`config.mk`:
```
export PLATFORM = sky130hd
export DESIGN_NAME = acm_config_map
export DESIGN_NICKNAME = d
export VERILOG_FILES = /design/src/verilog/acm_pkg.sv /design/src/verilog/acm_spi_port.sv /design/src/verilog/acm_config_map.sv
export SDC_FILE = /design/constraint.sdc
export NUM_CORES = 1
export LEC_CHECK = 0
export BUFFER_PORTS_ARGS = -buffer_cell sky130_fd_sc_hd__buf_2
export CORE_ASPECT_RATIO = 0.7
export CORE_MARGIN = 10
export CORE_UTILIZATION = 50
export CTS_CLUSTER_DIAMETER = 60
export DETAILED_ROUTE_END_ITERATION = 10
export PLACE_DENSITY_LB_ADDON = 0.25
export SYNTH_ARGS = -nofsm -noshare
export SYNTH_HDL_FRONTEND = slang
export SYNTH_SLANG_ARGS = --single-unit
```
`constraint.sdc`:
```
create_clock -name clk_i -period 3.35 [get_ports clk_i]
set_input_delay 0.1675 -clock clk_i [delete_from_list [all_inputs] [get_ports clk_i]]
set_output_delay 0.1675 -clock clk_i [all_outputs]
set_load 0.1 [all_outputs]
```
`src/verilog/acm_pkg.sv`:
```
// constants, register map and configuration carrier for the converter control map
package acm_pkg;

  // register offsets on the serial control port
  localparam logic [12:0] ACM_ADDR_INDEX_A = 13'h004;
  localparam logic [12:0] ACM_ADDR_INDEX_B = 13'h005;
  localparam logic [12:0] ACM_ADDR_PAT1_LO = 13'h019;
  localparam logic [12:0] ACM_ADDR_PAT1_HI = 13'h01a;
  localparam logic [12:0] ACM_ADDR_PAT2_LO = 13'h01b;
  localparam logic [12:0] ACM_ADDR_PAT2_HI = 13'h01c;
  localparam logic [12:0] ACM_ADDR_SERIAL = 13'h021;
  localparam logic [12:0] ACM_ADDR_CHAN = 13'h022;
  localparam logic [12:0] ACM_ADDR_XFER = 13'h0ff;
  localparam logic [12:0] ACM_ADDR_RATE = 13'h100;
  localparam logic [12:0] ACM_ADDR_IO_B = 13'h101;
  localparam logic [12:0] ACM_ADDR_IO_C = 13'h102;
  localparam logic [12:0] ACM_ADDR_SYNC = 13'h109;

  // reset values
  localparam logic [7:0] ACM_RST_ZERO = 8'h00;
  localparam logic [7:0] ACM_RST_SERIAL = 8'h41;
  localparam logic [3:0] ACM_RST_INDEX_A = 4'hf;
  localparam logic [5:0] ACM_RST_INDEX_B = 6'h0f;

  // field positions
  localparam int ACM_SER_LSB_FIRST = 7;
  localparam logic [1:0] ACM_RES_14 = 2'h1;
  localparam int ACM_CH_OUT_RESET = 1;
  localparam int ACM_CH_POWER_DOWN = 0;
  localparam int ACM_RATE_EN = 6;
  localparam int ACM_XFER_GO = 0;
  localparam int ACM_IOB_PULL_OFF = 0;
  localparam int ACM_IOC_VCM_PD = 3;
  localparam int ACM_SYNC_EN = 0;
  localparam int ACM_SYNC_NEXT = 1;
  localparam int ACM_IDX_FCO = 4;
  localparam int ACM_IDX_DCO = 5;
  localparam logic [7:0] ACM_RATE_MASK = 8'h47;

  // channel numbering: 0..7 data lanes, 8 frame clock, 9 data clock
  localparam int ACM_NCH = 10;
  localparam int ACM_NDATA = 8;

  // sample rate codes and their rates in MSPS
  localparam logic [2:0] ACM_RATE_20 = 3'h0;
  localparam logic [2:0] ACM_RATE_40 = 3'h1;
  localparam logic [2:0] ACM_RATE_50 = 3'h2;
  localparam logic [2:0] ACM_RATE_65 = 3'h3;
  localparam logic [7:0] ACM_MSPS_20 = 8'h14;
  localparam logic [7:0] ACM_MSPS_40 = 8'h28;
  localparam logic [7:0] ACM_MSPS_50 = 8'h32;
  localparam logic [7:0] ACM_MSPS_65 = 8'h41;

  // serial frame: instruction bits and frame end
  localparam logic [4:0] ACM_INSTR_LAST = 5'h0f;
  localparam logic [4:0] ACM_DATA_FIRST = 5'h10;
  localparam logic [4:0] ACM_DATA_LAST = 5'h17;
  localparam logic [4:0] ACM_FRAME_DONE = 5'h18;

  // live configuration driven into the converter
  typedef struct packed {
    logic [15:0] pattern_one;
    logic [15:0] pattern_two;
    logic [7:0] serial;
    logic lsb_first;
    logic res14;
    logic [ACM_NCH-1:0] chan_out_reset;
    logic [ACM_NCH-1:0] chan_power_down;
    logic rate_en;
    logic [2:0] rate_code;
    logic sdio_pull_off;
    logic vcm_power_down;
    logic sync_enable;
    logic sync_next_only;
  } acm_cfg_t;

endpackage

```
`src/verilog/acm_spi_port.sv`:
```
// serial control port front end: pin sampling, framing, read shift-out
`timescale 1ns/1ns
`default_nettype none
module acm_spi_port
  import acm_pkg::*;
(
  input wire logic clk_i,
  input wire logic reset_n_i,
  input wire logic sclk_i,
  input wire logic csb_n_i,
  input wire logic sdio_i,
  input wire logic [7:0] rdata_i,
  output logic sdio_o,
  output logic sdio_oe_o,
  output logic wr_o,
  output logic [12:0] addr_o,
  output logic [7:0] wdata_o
);

  logic [2:0] sclk_q, csb_q, sdio_q;
  logic [4:0] cnt, next_cnt;
  logic [15:0] instr, next_instr;
  logic rd, next_rd;
  logic load_pend, next_load_pend;
  logic [7:0] data_sh, next_data_sh;
  logic [7:0] tx, next_tx;
  logic next_sdio, next_oe, next_wr;
  logic [12:0] next_addr;
  logic [7:0] next_wdata;
  logic rise, fall, active, bit_in;

  // three-stage pin sampling; only stages two and three are looked at
  always_ff @(posedge clk_i or negedge reset_n_i) begin
    if (!reset_n_i) begin
      sclk_q <= 3'h0;
      csb_q <= 3'h7;
      sdio_q <= 3'h0;
    end else begin
      sclk_q <= {sclk_q[1:0], sclk_i};
      csb_q <= {csb_q[1:0], csb_n_i};
      sdio_q <= {sdio_q[1:0], sdio_i};
    end
  end

  assign rise = sclk_q[1] & ~sclk_q[2];
  assign fall = ~sclk_q[1] & sclk_q[2];
  assign active = ~csb_q[1] & ~csb_q[2];
  assign bit_in = sdio_q[2]; // data settled long before the rise, so the last stage is safe

  // frame engine: 16 instruction bits then one data byte, msb first
  always_comb begin
    next_cnt = cnt;
    next_instr = instr;
    next_rd = rd;
    next_load_pend = 1'b0;
    next_data_sh = data_sh;
    next_tx = tx;
    next_sdio = sdio_o;
    next_oe = sdio_oe_o;
    next_wr = 1'b0;
    next_addr = addr_o;
    next_wdata = wdata_o;
    if (!active) begin
      next_cnt = 5'h00;
      next_oe = 1'b0;
    end else begin
      if (load_pend) begin
        next_tx = rdata_i; // address settled a cycle ago
      end
      if (rise && cnt <= ACM_INSTR_LAST) begin
        next_instr = {instr[14:0], bit_in};
        next_cnt = 5'(cnt + 5'h01);
        if (cnt == ACM_INSTR_LAST) begin
          next_rd = instr[14];
          next_addr = {instr[11:0], bit_in};
          next_load_pend = instr[14];
        end
      end else if (rise && cnt <= ACM_DATA_LAST) begin
        next_data_sh = {data_sh[6:0], bit_in};
        next_cnt = 5'(cnt + 5'h01);
        if (cnt == ACM_DATA_LAST && !rd) begin
          next_wr = 1'b1;
          next_wdata = {data_sh[6:0], bit_in};
        end
      end
      // read data leaves on falling edges; bits past the byte are ignored
      if (fall && rd && cnt >= ACM_DATA_FIRST && cnt < ACM_FRAME_DONE) begin
        next_sdio = tx[7];
        next_tx = {tx[6:0], 1'b0};
        next_oe = 1'b1;
      end else if (fall && cnt >= ACM_FRAME_DONE) begin
        next_oe = 1'b0;
      end
    end
  end

  always_ff @(posedge clk_i or negedge reset_n_i) begin
    if (!reset_n_i) begin
      cnt <= 5'h00;
      instr <= 16'h0000;
      rd <= 1'b0;
      load_pend <= 1'b0;
      data_sh <= 8'h00;
      tx <= 8'h00;
      sdio_o <= 1'b0;
      sdio_oe_o <= 1'b0;
      wr_o <= 1'b0;
      addr_o <= 13'h0000;
      wdata_o <= 8'h00;
    end else begin
      cnt <= next_cnt;
      instr <= next_instr;
      rd <= next_rd;
      load_pend <= next_load_pend;
      data_sh <= next_data_sh;
      tx <= next_tx;
      sdio_o <= next_sdio;
      sdio_oe_o <= next_oe;
      wr_o <= next_wr;
      addr_o <= next_addr;
      wdata_o <= next_wdata;
    end
  end

endmodule // acm_spi_port
`default_nettype wire

```
`src/verilog/acm_config_map.sv`:
```
// configuration register map reached over the serial control port
// Behaviour
// RULE1 - pattern one: 0x19 low, 0x1a high, zero reset
// RULE2 - pattern two: 0x1b low, 0x1c high, zero reset
// RULE3 - serial control resets 0x41; bit7 sends lsb first
// RULE4 - 0x22: bit1 output reset, bit0 power-down
// RULE5 - 0x100 enable plus code: 20/40/50/65 msps
// RULE6 - local writes hit selected channels; global all
// RULE7 - index low nibbles select data channels
// RULE8 - second index also selects clock outputs
// RULE9 - clock outputs take only power-down
// RULE10 - writes take effect at once except 0x100
// RULE11 - 0x100 loads only on transfer bit0
// RULE12 - 0x109 sync enable and next-only bits
// RULE13 - serial control bits1:0 pick 14 or 12 bits
`timescale 1ns/1ns
`default_nettype none
module acm_config_map
  import acm_pkg::*;
(
  input wire logic clk_i,
  input wire logic reset_n_i,
  input wire logic sclk_i,
  input wire logic csb_n_i,
  input wire logic sdio_i,
  output logic sdio_o,
  output logic sdio_oe_o,
  output acm_cfg_t cfg_o,
  output logic [7:0] rate_msps_o
);

  logic wr;
  logic [12:0] addr;
  logic [7:0] wdata, rdata;
  logic [3:0] idx_a, next_idx_a;
  logic [5:0] idx_b, next_idx_b;
  logic [7:0] rate_shadow, next_rate_shadow;
  logic [7:0] next_rate_msps;
  acm_cfg_t next_cfg;

  // channel select from both index registers
  function automatic logic [ACM_NCH-1:0] sel_mask(input logic [3:0] a, input logic [5:0] b);
    sel_mask = {b[ACM_IDX_DCO], b[ACM_IDX_FCO], b[3:0], a}; // RULE7 RULE8
  endfunction

  // rate code to msps; codes above 65 report zero
  function automatic logic [7:0] code_msps(input logic [2:0] code);
    if (code == ACM_RATE_20) begin
      code_msps = ACM_MSPS_20;
    end else if (code == ACM_RATE_40) begin
      code_msps = ACM_MSPS_40;
    end else if (code == ACM_RATE_50) begin
      code_msps = ACM_MSPS_50;
    end else if (code == ACM_RATE_65) begin
      code_msps = ACM_MSPS_65;
    end else begin
      code_msps = 8'h00;
    end
  endfunction

  acm_spi_port u_port (
    .clk_i(clk_i),
    .reset_n_i(reset_n_i),
    .sclk_i(sclk_i),
    .csb_n_i(csb_n_i),
    .sdio_i(sdio_i),
    .rdata_i(rdata),
    .sdio_o(sdio_o),
    .sdio_oe_o(sdio_oe_o),
    .wr_o(wr),
    .addr_o(addr),
    .wdata_o(wdata)
  );

  // register writes; everything lands the cycle after the byte completes
  always_comb begin
    logic [ACM_NCH-1:0] mask;
    mask = sel_mask(idx_a, idx_b);
    next_cfg = cfg_o;
    next_idx_a = idx_a;
    next_idx_b = idx_b;
    next_rate_shadow = rate_shadow;
    if (wr) begin // RULE10
      if (addr == ACM_ADDR_INDEX_A) begin
        next_idx_a = wdata[3:0]; // RULE7
      end else if (addr == ACM_ADDR_INDEX_B) begin
        next_idx_b = wdata[5:0]; // RULE8
      end else if (addr == ACM_ADDR_PAT1_LO) begin
        next_cfg.pattern_one[7:0] = wdata; // RULE1
      end else if (addr == ACM_ADDR_PAT1_HI) begin
        next_cfg.pattern_one[15:8] = wdata; // RULE1
      end else if (addr == ACM_ADDR_PAT2_LO) begin
        next_cfg.pattern_two[7:0] = wdata; // RULE2
      end else if (addr == ACM_ADDR_PAT2_HI) begin
        next_cfg.pattern_two[15:8] = wdata; // RULE2
      end else if (addr == ACM_ADDR_SERIAL) begin
        next_cfg.serial = wdata; // RULE3 RULE6
      end else if (addr == ACM_ADDR_CHAN) begin
        for (int ch = 0; ch < ACM_NCH; ch++) begin
          if (mask[ch]) begin // RULE6
            next_cfg.chan_power_down[ch] = wdata[ACM_CH_POWER_DOWN]; // RULE4
            if (ch < ACM_NDATA) begin // RULE9
              next_cfg.chan_out_reset[ch] = wdata[ACM_CH_OUT_RESET]; // RULE4
            end
          end
        end
      end else if (addr == ACM_ADDR_RATE) begin
        next_rate_shadow = wdata & ACM_RATE_MASK; // held until transfer RULE11
      end else if (addr == ACM_ADDR_XFER) begin
        if (wdata[ACM_XFER_GO]) begin // RULE11
          next_cfg.rate_en = rate_shadow[ACM_RATE_EN]; // RULE5
          next_cfg.rate_code = rate_shadow[2:0]; // RULE5
        end
      end else if (addr == ACM_ADDR_IO_B) begin
        next_cfg.sdio_pull_off = wdata[ACM_IOB_PULL_OFF];
      end else if (addr == ACM_ADDR_IO_C) begin
        next_cfg.vcm_power_down = wdata[ACM_IOC_VCM_PD];
      end else if (addr == ACM_ADDR_SYNC) begin
        next_cfg.sync_enable = wdata[ACM_SYNC_EN]; // RULE12
        next_cfg.sync_next_only = wdata[ACM_SYNC_NEXT]; // RULE12
      end
    end
    // decoded views kept registered so outputs come from flops
    next_cfg.lsb_first = next_cfg.serial[ACM_SER_LSB_FIRST]; // RULE3
    next_cfg.res14 = (next_cfg.serial[1:0] == ACM_RES_14); // RULE13
    next_rate_msps = next_cfg.rate_en ? code_msps(next_cfg.rate_code) : 8'h00;
  end

  always_ff @(posedge clk_i or negedge reset_n_i) begin
    if (!reset_n_i) begin
      cfg_o <= '{pattern_one: 16'h0000, pattern_two: 16'h0000, serial: ACM_RST_SERIAL,
                 lsb_first: 1'b0, res14: 1'b1, chan_out_reset: 10'h000,
                 chan_power_down: 10'h000, rate_en: 1'b0, rate_code: 3'h0,
                 sdio_pull_off: 1'b0, vcm_power_down: 1'b0, sync_enable: 1'b0,
                 sync_next_only: 1'b0}; // RULE1 RULE2 RULE3 RULE12
      idx_a <= ACM_RST_INDEX_A;
      idx_b <= ACM_RST_INDEX_B;
      rate_shadow <= ACM_RST_ZERO;
      rate_msps_o <= 8'h00;
    end else begin
      cfg_o <= next_cfg;
      idx_a <= next_idx_a;
      idx_b <= next_idx_b;
      rate_shadow <= next_rate_shadow;
      rate_msps_o <= next_rate_msps;
    end
  end

  // read mux; local register shows the lowest selected channel
  always_comb begin
    logic [ACM_NCH-1:0] mask;
    logic found;
    mask = sel_mask(idx_a, idx_b);
    found = 1'b0;
    rdata = 8'h00;
    if (addr == ACM_ADDR_INDEX_A) begin
      rdata = {4'h0, idx_a};
    end else if (addr == ACM_ADDR_INDEX_B) begin
      rdata = {2'h0, idx_b};
    end else if (addr == ACM_ADDR_PAT1_LO) begin
      rdata = cfg_o.pattern_one[7:0];
    end else if (addr == ACM_ADDR_PAT1_HI) begin
      rdata = cfg_o.pattern_one[15:8];
    end else if (addr == ACM_ADDR_PAT2_LO) begin
      rdata = cfg_o.pattern_two[7:0];
    end else if (addr == ACM_ADDR_PAT2_HI) begin
      rdata = cfg_o.pattern_two[15:8];
    end else if (addr == ACM_ADDR_SERIAL) begin
      rdata = cfg_o.serial;
    end else if (addr == ACM_ADDR_CHAN) begin
      for (int ch = 0; ch < ACM_NCH; ch++) begin
        if (mask[ch] && !found) begin
          found = 1'b1;
          rdata = {6'h00, cfg_o.chan_out_reset[ch], cfg_o.chan_power_down[ch]};
        end
      end
    end else if (addr == ACM_ADDR_RATE) begin
      rdata = rate_shadow; // shows what was written, not what is live
    end else if (addr == ACM_ADDR_IO_B) begin
      rdata = {7'h00, cfg_o.sdio_pull_off};
    end else if (addr == ACM_ADDR_IO_C) begin
      rdata = {4'h0, cfg_o.vcm_power_down, 3'h0};
    end else if (addr == ACM_ADDR_SYNC) begin
      rdata = {6'h00, cfg_o.sync_next_only, cfg_o.sync_enable};
    end
  end

  // checks on write effects
  pattern_one_a: assert property (@(posedge clk_i) disable iff (!reset_n_i) // RULE1
    wr && addr == ACM_ADDR_PAT1_HI |=> cfg_o.pattern_one[15:8] == $past(wdata))
    else $error("pattern one high byte not stored");
  pattern_two_a: assert property (@(posedge clk_i) disable iff (!reset_n_i) // RULE2
    wr && addr == ACM_ADDR_PAT2_LO |=> cfg_o.pattern_two[7:0] == $past(wdata))
    else $error("pattern two low byte not stored");
  lsb_first_a: assert property (@(posedge clk_i) disable iff (!reset_n_i) // RULE3
    wr && addr == ACM_ADDR_SERIAL |=> cfg_o.lsb_first == $past(wdata[7]))
    else $error("bit order not taken from serial control");
  unselected_hold_a: assert property (@(posedge clk_i) disable iff (!reset_n_i) // RULE6
    wr && addr == ACM_ADDR_CHAN |=>
      ((cfg_o.chan_power_down ^ $past(cfg_o.chan_power_down))
       & ~sel_mask($past(idx_a), $past(idx_b))) == 10'h000)
    else $error("unselected channel changed");
  clock_reset_a: assert property (@(posedge clk_i) disable iff (!reset_n_i) // RULE9
    cfg_o.chan_out_reset[ACM_NCH-1:ACM_NDATA] == 2'h0)
    else $error("clock output took output reset");
  rate_hold_a: assert property (@(posedge clk_i) disable iff (!reset_n_i) // RULE11
    wr && addr == ACM_ADDR_RATE |=> $stable(cfg_o.rate_code) && $stable(cfg_o.rate_en))
    else $error("override went live without transfer");
  rate_load_a: assert property (@(posedge clk_i) disable iff (!reset_n_i) // RULE5
    wr && addr == ACM_ADDR_XFER && wdata[0] |=>
      cfg_o.rate_code == $past(rate_shadow[2:0]) ##1
      rate_msps_o == (cfg_o.rate_en ? code_msps(cfg_o.rate_code) : 8'h00))
    else $error("transfer did not load override");
  sync_bits_a: assert property (@(posedge clk_i) disable iff (!reset_n_i) // RULE12
    wr && addr == ACM_ADDR_SYNC |=> cfg_o.sync_enable == $past(wdata[0])
      && cfg_o.sync_next_only == $past(wdata[1]))
    else $error("sync bits not stored");
  resolution_a: assert property (@(posedge clk_i) disable iff (!reset_n_i) // RULE13
    cfg_o.res14 == (cfg_o.serial[1:0] == 2'h1))
    else $error("resolution flag disagrees with serial control");

endmodule // acm_config_map
`default_nettype wire

```
* After elaboration in Yosys (flattened, before gate mapping)
Cells that the tools add are included.
** Word-level totals
- Flip-flop bits (word level) :: 160
- Output and inout bits :: 80
- Word-level logic and storage cells :: 301
** Operators by class
- Add/subtract/negate cells :: 1
- Order comparisons :: 5
- Equality and inequality tests :: 21
- Multiplexer cells :: 149
- Bitwise logic cells :: 20
- Reduce and logical (&&, ||, !) cells :: 55
** Operator list (number)
- 2-to-1 mux 8 bit :: 30
- AND reduction 10 bit :: 11
- 2-to-1 mux 1 bit :: 93
- equality test 13 x 5 -> 1 bit, second input constant :: 4
- equality test 13 x 9 -> 1 bit, second input constant :: 4
- 2-to-1 mux 7 bit :: 5
- equality test 13 x 3 -> 1 bit, second input constant :: 2
- equality test 13 x 6 -> 1 bit, second input constant :: 2
- 2-to-1 mux 2 bit :: 12
- 2-to-1 mux 4 bit :: 5
- inverter 1 bit :: 17
- logical AND 1 bit :: 16
- 2-to-1 mux 5 bit :: 3
- AND reduction 14 bit :: 1
- equality test 13 x 8 -> 1 bit, second input constant :: 1
- AND reduction 13 bit :: 1
- AND reduction 12 bit :: 1
- greater-or-equal comparator 5 bit, second input constant :: 2
- zero test 1 bit :: 10
- AND reduction 3 bit :: 3
- AND reduction 2 bit :: 4
- AND reduction 4 bit :: 2
- AND reduction 8 bit :: 1
- AND reduction 7 bit :: 1
- 16 further kinds :: 20

* Depth between registers and ports, before layout
- Depth in word-level cells :: 110
- Mapped depth :: 9
- Mapped depth without buffers :: 7

* By module
A second synthesis with hierarchy kept.
** Unflattened totals
- Cell total of the unflattened synthesis :: 625
- Area total of the unflattened synthesis :: 7473.4 um2
** Modules (own cells, without submodules)
- acm_config_map :: instances 1, cells an instance 434, area an instance 4703.3 um2
- acm_spi_port :: instances 1, cells an instance 191, area an instance 2770.2 um2

* Worst setup path after synthesis
Ideal clock, no wire load.
- Path type :: register -> register
- Start point :: register u_port.cnt[0]
- End point :: register u_port.wdata_o[0]
- Setup time :: 0.125 ns
- Data arrival time :: 2.492 ns
- Data required time :: 3.225 ns
- Path slack :: 0.733 ns
- Cell stages (with the launch flop) :: 9
- Clock period less this slack :: 2.617 ns
- Path through :: dfrtp_1 > ha_1 > and3_1 > ha_1 > or4_4 > buf_6 > or3_1 > buf_6 > mux2_4
** On the way
- Longest elaborated chain between the ends :: 4
** RTL lines
- start, declared :: line acm_spi_port.sv:21 : logic [4:0] cnt, next_cnt;
- start signal, assigned :: line acm_spi_port.sv:111 : cnt <= next_cnt;
- less-or-equal comparator 5 x 4 -> 1 bit :: line acm_spi_port.sv:70 : if (rise && cnt <= ACM_INSTR_LAST) begin
- logical AND 1 bit :: line acm_spi_port.sv:70
- inverter 1 bit (no source line)
- AND reduction 4 bit (no source line) (*)
- end signal, assigned :: line acm_spi_port.sv:121 : wdata_o <= next_wdata;
- end, declared :: line acm_spi_port.sv:17 : output logic [7:0] wdata_o
Every way passes the cells marked *; elsewhere a longest branch is shown, timed or not.
A chain may end at the register's enable or synchronous reset.

* Final worst setup path
- Start point :: register u_port.cnt[0]
- End point :: register u_port.wdata_o[7]
Same word-level chain as after synthesis.

==> results.toml <==
[status]
status = "finished clean"

[yosys]
synth_top_area_cell = "dfrtp_1"
synth.avg_cell_area_um2 = 11.88
synthAdderAreaFrac_pct = 0.3392
synth.area.top_cells = "dfrtp_1 (49%), mux2_2 (18%), dfstp_2 (5.0%)"
netlist_instances = 621
ys_warn_count = 0
synth-seq-area-share_pct = 53.49
synth_simple_gate_area_share_pct = 12.50
yosys_register_bits = 157
synth_compound_area_share_pct = 9.752
synthArstFlopShare_pct = 100.0
synthMuxAreaShare_pct = 19.91
synth_xor_area_share_pct = 0.5936
synth_edf_count = 0
netlist.area_leader.share_pct = 48.51
ys_types = 68
synth_top_family_by_area = "multiplexers"
yosys_most_used_dff = "dfrtp_1"
synth_area_um2 = 7377

[clocking]
tritoncts = "done"
htreeDepth = 4
cts_setup_buffers = 0
cts_resized = 0
clk_path_buf_depth = 2
cts_sinks = 157
clk_latency_ps = 440
hold_buffers = 4
clk_pin_slew_ps = 60
clockRootBuffer = "clkbuf_16"
cts_buffers = 17

[placed_design]
io_buffers = 81
dp_hpwl_um = 13720
place.gp.congestion = 0.9059
dpl_worst_slack_ps = 530.0

[floorplan]
io_pins = 85
die_w_um = 165.2
core_area_um2 = 14580
die_y_um = 121.6
start_util_pct = 50.59
rows = 37
die-area_um2 = 20090

[hold_path]
hold_end = "u_port.sclk_q[1]$_DFF_PN0_"
hp-class = "register to register"
min_from = "u_port.sclk_q[0]$_DFF_PN0_"
holdPathStages = 0

[detailed_routing]
wl_met2_um = 8248
wire_per_inst_um = 21.43
drc = 0
wl_met3_um = 1692
first_iter_violations = 608
wl_met1_um = 9130
vias_per_cell = 6.039
first_pass_iters = 5
via_count = 5489
drt_wl_total_um = 19480
topRoutingLayerUsed = "met4"
postRouteAntennaNets = 0

[sta]
period_minus_slack_ps = 2848
hold_viol = 0
max_freq_ghz = 0.3511
slew-limit-headroom_pct = 42.29
worst_slew_pin_slew_ps = 865.7
rsz0062_at_grt = "false"
fin_hold_ws_ps = 349.6
clock_skew_ps = 5.789
timing.final.crit_share_pct = 85.01
tns_ps = 0
report.final.slew_viol_count = 0
finalSetupViolations = 0
layout_setup_ws_ps = 502.2

[worst_setup_path]
rrSetupSlack_ps = 500
timing.critical_path.buf_inv = 0
path_class = "register to register"
slowest_stage = "or3_1"
regToRegEndpoint = "u_port.wdata_o[7]$_DFFE_PN0P_"
cp_common_cell = "ha_1"
cp.arrival_ps = 3170
worstPathCellList = "ha_1, and3_1, ha_1, or4_4, or3_1, mux2_4"
setup.worst_path.end_class = "register"
worst_r2r_path_depth = 6
cp-start-kind = "register"
crit_fanout = 9
critPathMaxStageDelay_ps = 620
path_delay_family = "simple AND/OR/NAND/NOR gates"
crit_required_ps = 3670
rr_startpoint = "u_port.cnt[0]$_DFFE_PN0P_"

[global_routing]
grt_antenna_before_repair = 1
grt_max_degree = 92
grt_pass1_vias = 5535
grt_overflow = 0
grt_use_total_pct = 19.90
grt_first_pass_wirelength_um = 31030

[layout]
nFillCells = 1225
nets = 708
drive_gt1_share_pct = 38.94
area_growth_syn_to_layout_pct = 16.81
antennaDiodeCount = 0

[power_and_ir_drop]
cellLeakagePower_nw = 4.229
ir_worst_vdd_v = 0.0003700
power_density_nw_per_um2 = 469.4

[job]
cap_violations = 0
## synthesized netlist by cell type (all sizes together), types with 3 or more instances
cell type / number
o21ai: 13
nand4b: 5
o31ai: 3
nor4: 7
a21oi: 25
nand2: 39
nand2b: 8
a22oi: 5
and2: 4
and3: 11
a2111oi: 3
o32ai: 3
dfrtp: 143
clkbuf: 34
a21boi: 3
mux2: 126
buf: 9
a31oi: 5
or3: 4
inv: 13
xor2: 3
nor3: 7
o22ai: 5
a32oi: 4
or2: 3
nand4: 5
a211oi: 6
nor3b: 6
nand3b: 7
dfstp: 14
nand3: 14
a221o: 3
nor2: 33
nor2b: 11
or4: 3
## layer usage
metal | global-route usage (%) | vias to the layer above
met2 | 27.66 | 240
met1 | 29.02 | 2782
li1 | - | 2423
met3 | 4.820 | 44
met4 | 8.223 | 0
met5 | 0 | -
## power by group
group	switching, W	leakage (nW)	total, W	internal, W
registers	0.0000202	2.12	0.00195	0.00193
clock network	0.000810	0.286	0.00200	0.00119
logic	0.0000648	1.82	0.0000944	0.0000296
total	0.000895	4.23	0.00405	0.00315
## registers in the layout (all words and copies together), names as in the netlist
name and count:
u_port.sclk_q 3, u_port.sdio_oe_o 1, u_port.sdio_q 3, u_port.csb_q 3, u_port.data_sh 7, u_port.wdata_o 8, rate_shadow 4, u_port.wr_o 1
rate_msps_o 6, u_port.rd 1, cfg_o 67, idx_a 4, u_port.tx 8, idx_b 6, u_port.addr_o 13, u_port.load_pend 1
u_port.cnt 5, u_port.instr 15, u_port.sdio_o 1
## cell usage in the layout, fill, tap and decap left out, types with 13 or more instances in the layout
cell and instances:
mux2_2 118, dfrtp_1 143, nand2_1 39, inv_1 13
buf_2 80, dfstp_2 14, a21oi_1 25, clkbuf_16 17
buf_4 17, nand3_1 14, nor2_1 33
## worst register-to-register path: stages, from the launching register on
cell	delay, ps
dfrtp_1	410
ha_1	250
and3_1	210
ha_1	240
or4_4	610
or3_1	620
mux2_4	390
## worst max path at each step
stage / slack (ps) / cells after the start / endpoint / startpoint
floorplan: 730 / 8 / u_port.wdata_o[0]$_DFFE_PN0P_ / u_port.cnt[0]$_DFFE_PN0P_
global placement: 610 / 6 / u_port.wdata_o[7]$_DFFE_PN0P_ / u_port.cnt[0]$_DFFE_PN0P_
detailed placement: 530 / 6 / u_port.wdata_o[2]$_DFFE_PN0P_ / u_port.cnt[0]$_DFFE_PN0P_
CTS: 520 / 6 / u_port.wdata_o[7]$_DFFE_PN0P_ / u_port.cnt[0]$_DFFE_PN0P_
global route: 310 / 5 / cfg_o[64]$_DFFE_PN0P_ / u_port.addr_o[5]$_DFFE_PN0P_
finish: 500 / 6 / u_port.wdata_o[7]$_DFFE_PN0P_ / u_port.cnt[0]$_DFFE_PN0P_
## layout make-up
type	count	area, um2	area share [%]
Sequential cell	157	3946	45.80
Multi-Input combinational cell	410	3191	37.03
Timing Repair Buffer	102	579.3	6.723
Clock buffer	19	442.9	5.140
Tap cell	195	244.0	2.831
Clock inverter	13	165.2	1.917
Inverter	13	48.80	0.5663
## kinds of logic (layout without fill, tap and decap cells)
kind of cell | Yosys count | after routing
muxes | 128 | 128
other | 1 | 3
buffers and inverters | 56 | 147
and+or+nand+nor | 170 | 170
adders and majority gates | 2 | 2
xor gates and xnor gates | 5 | 5
DFF | 157 | 157
AOI/OAI and AO/OA | 102 | 102
## per-stage QoR
| stage | utilization (%) | instances | total power (W) | area (um2) |
|---|---|---|---|---|
| 3_3_place_gp | 54.65 | 873 | 0.002068 | 7969 |
| 2_1_floorplan | - | 623 | 0.002022 | 7385 |
| 3_5_place_dp | 54.65 | 873 | 0.002074 | 7969 |
| 4_1_cts | 59.09 | 909 | 0.004078 | 8617 |
| 6_report | 59.09 | 909 | 0.004045 | 8617 |
| 5_1_grt | 59.09 | 909 | 0.004170 | 8617 |
(Power assumes the default switching activity.)
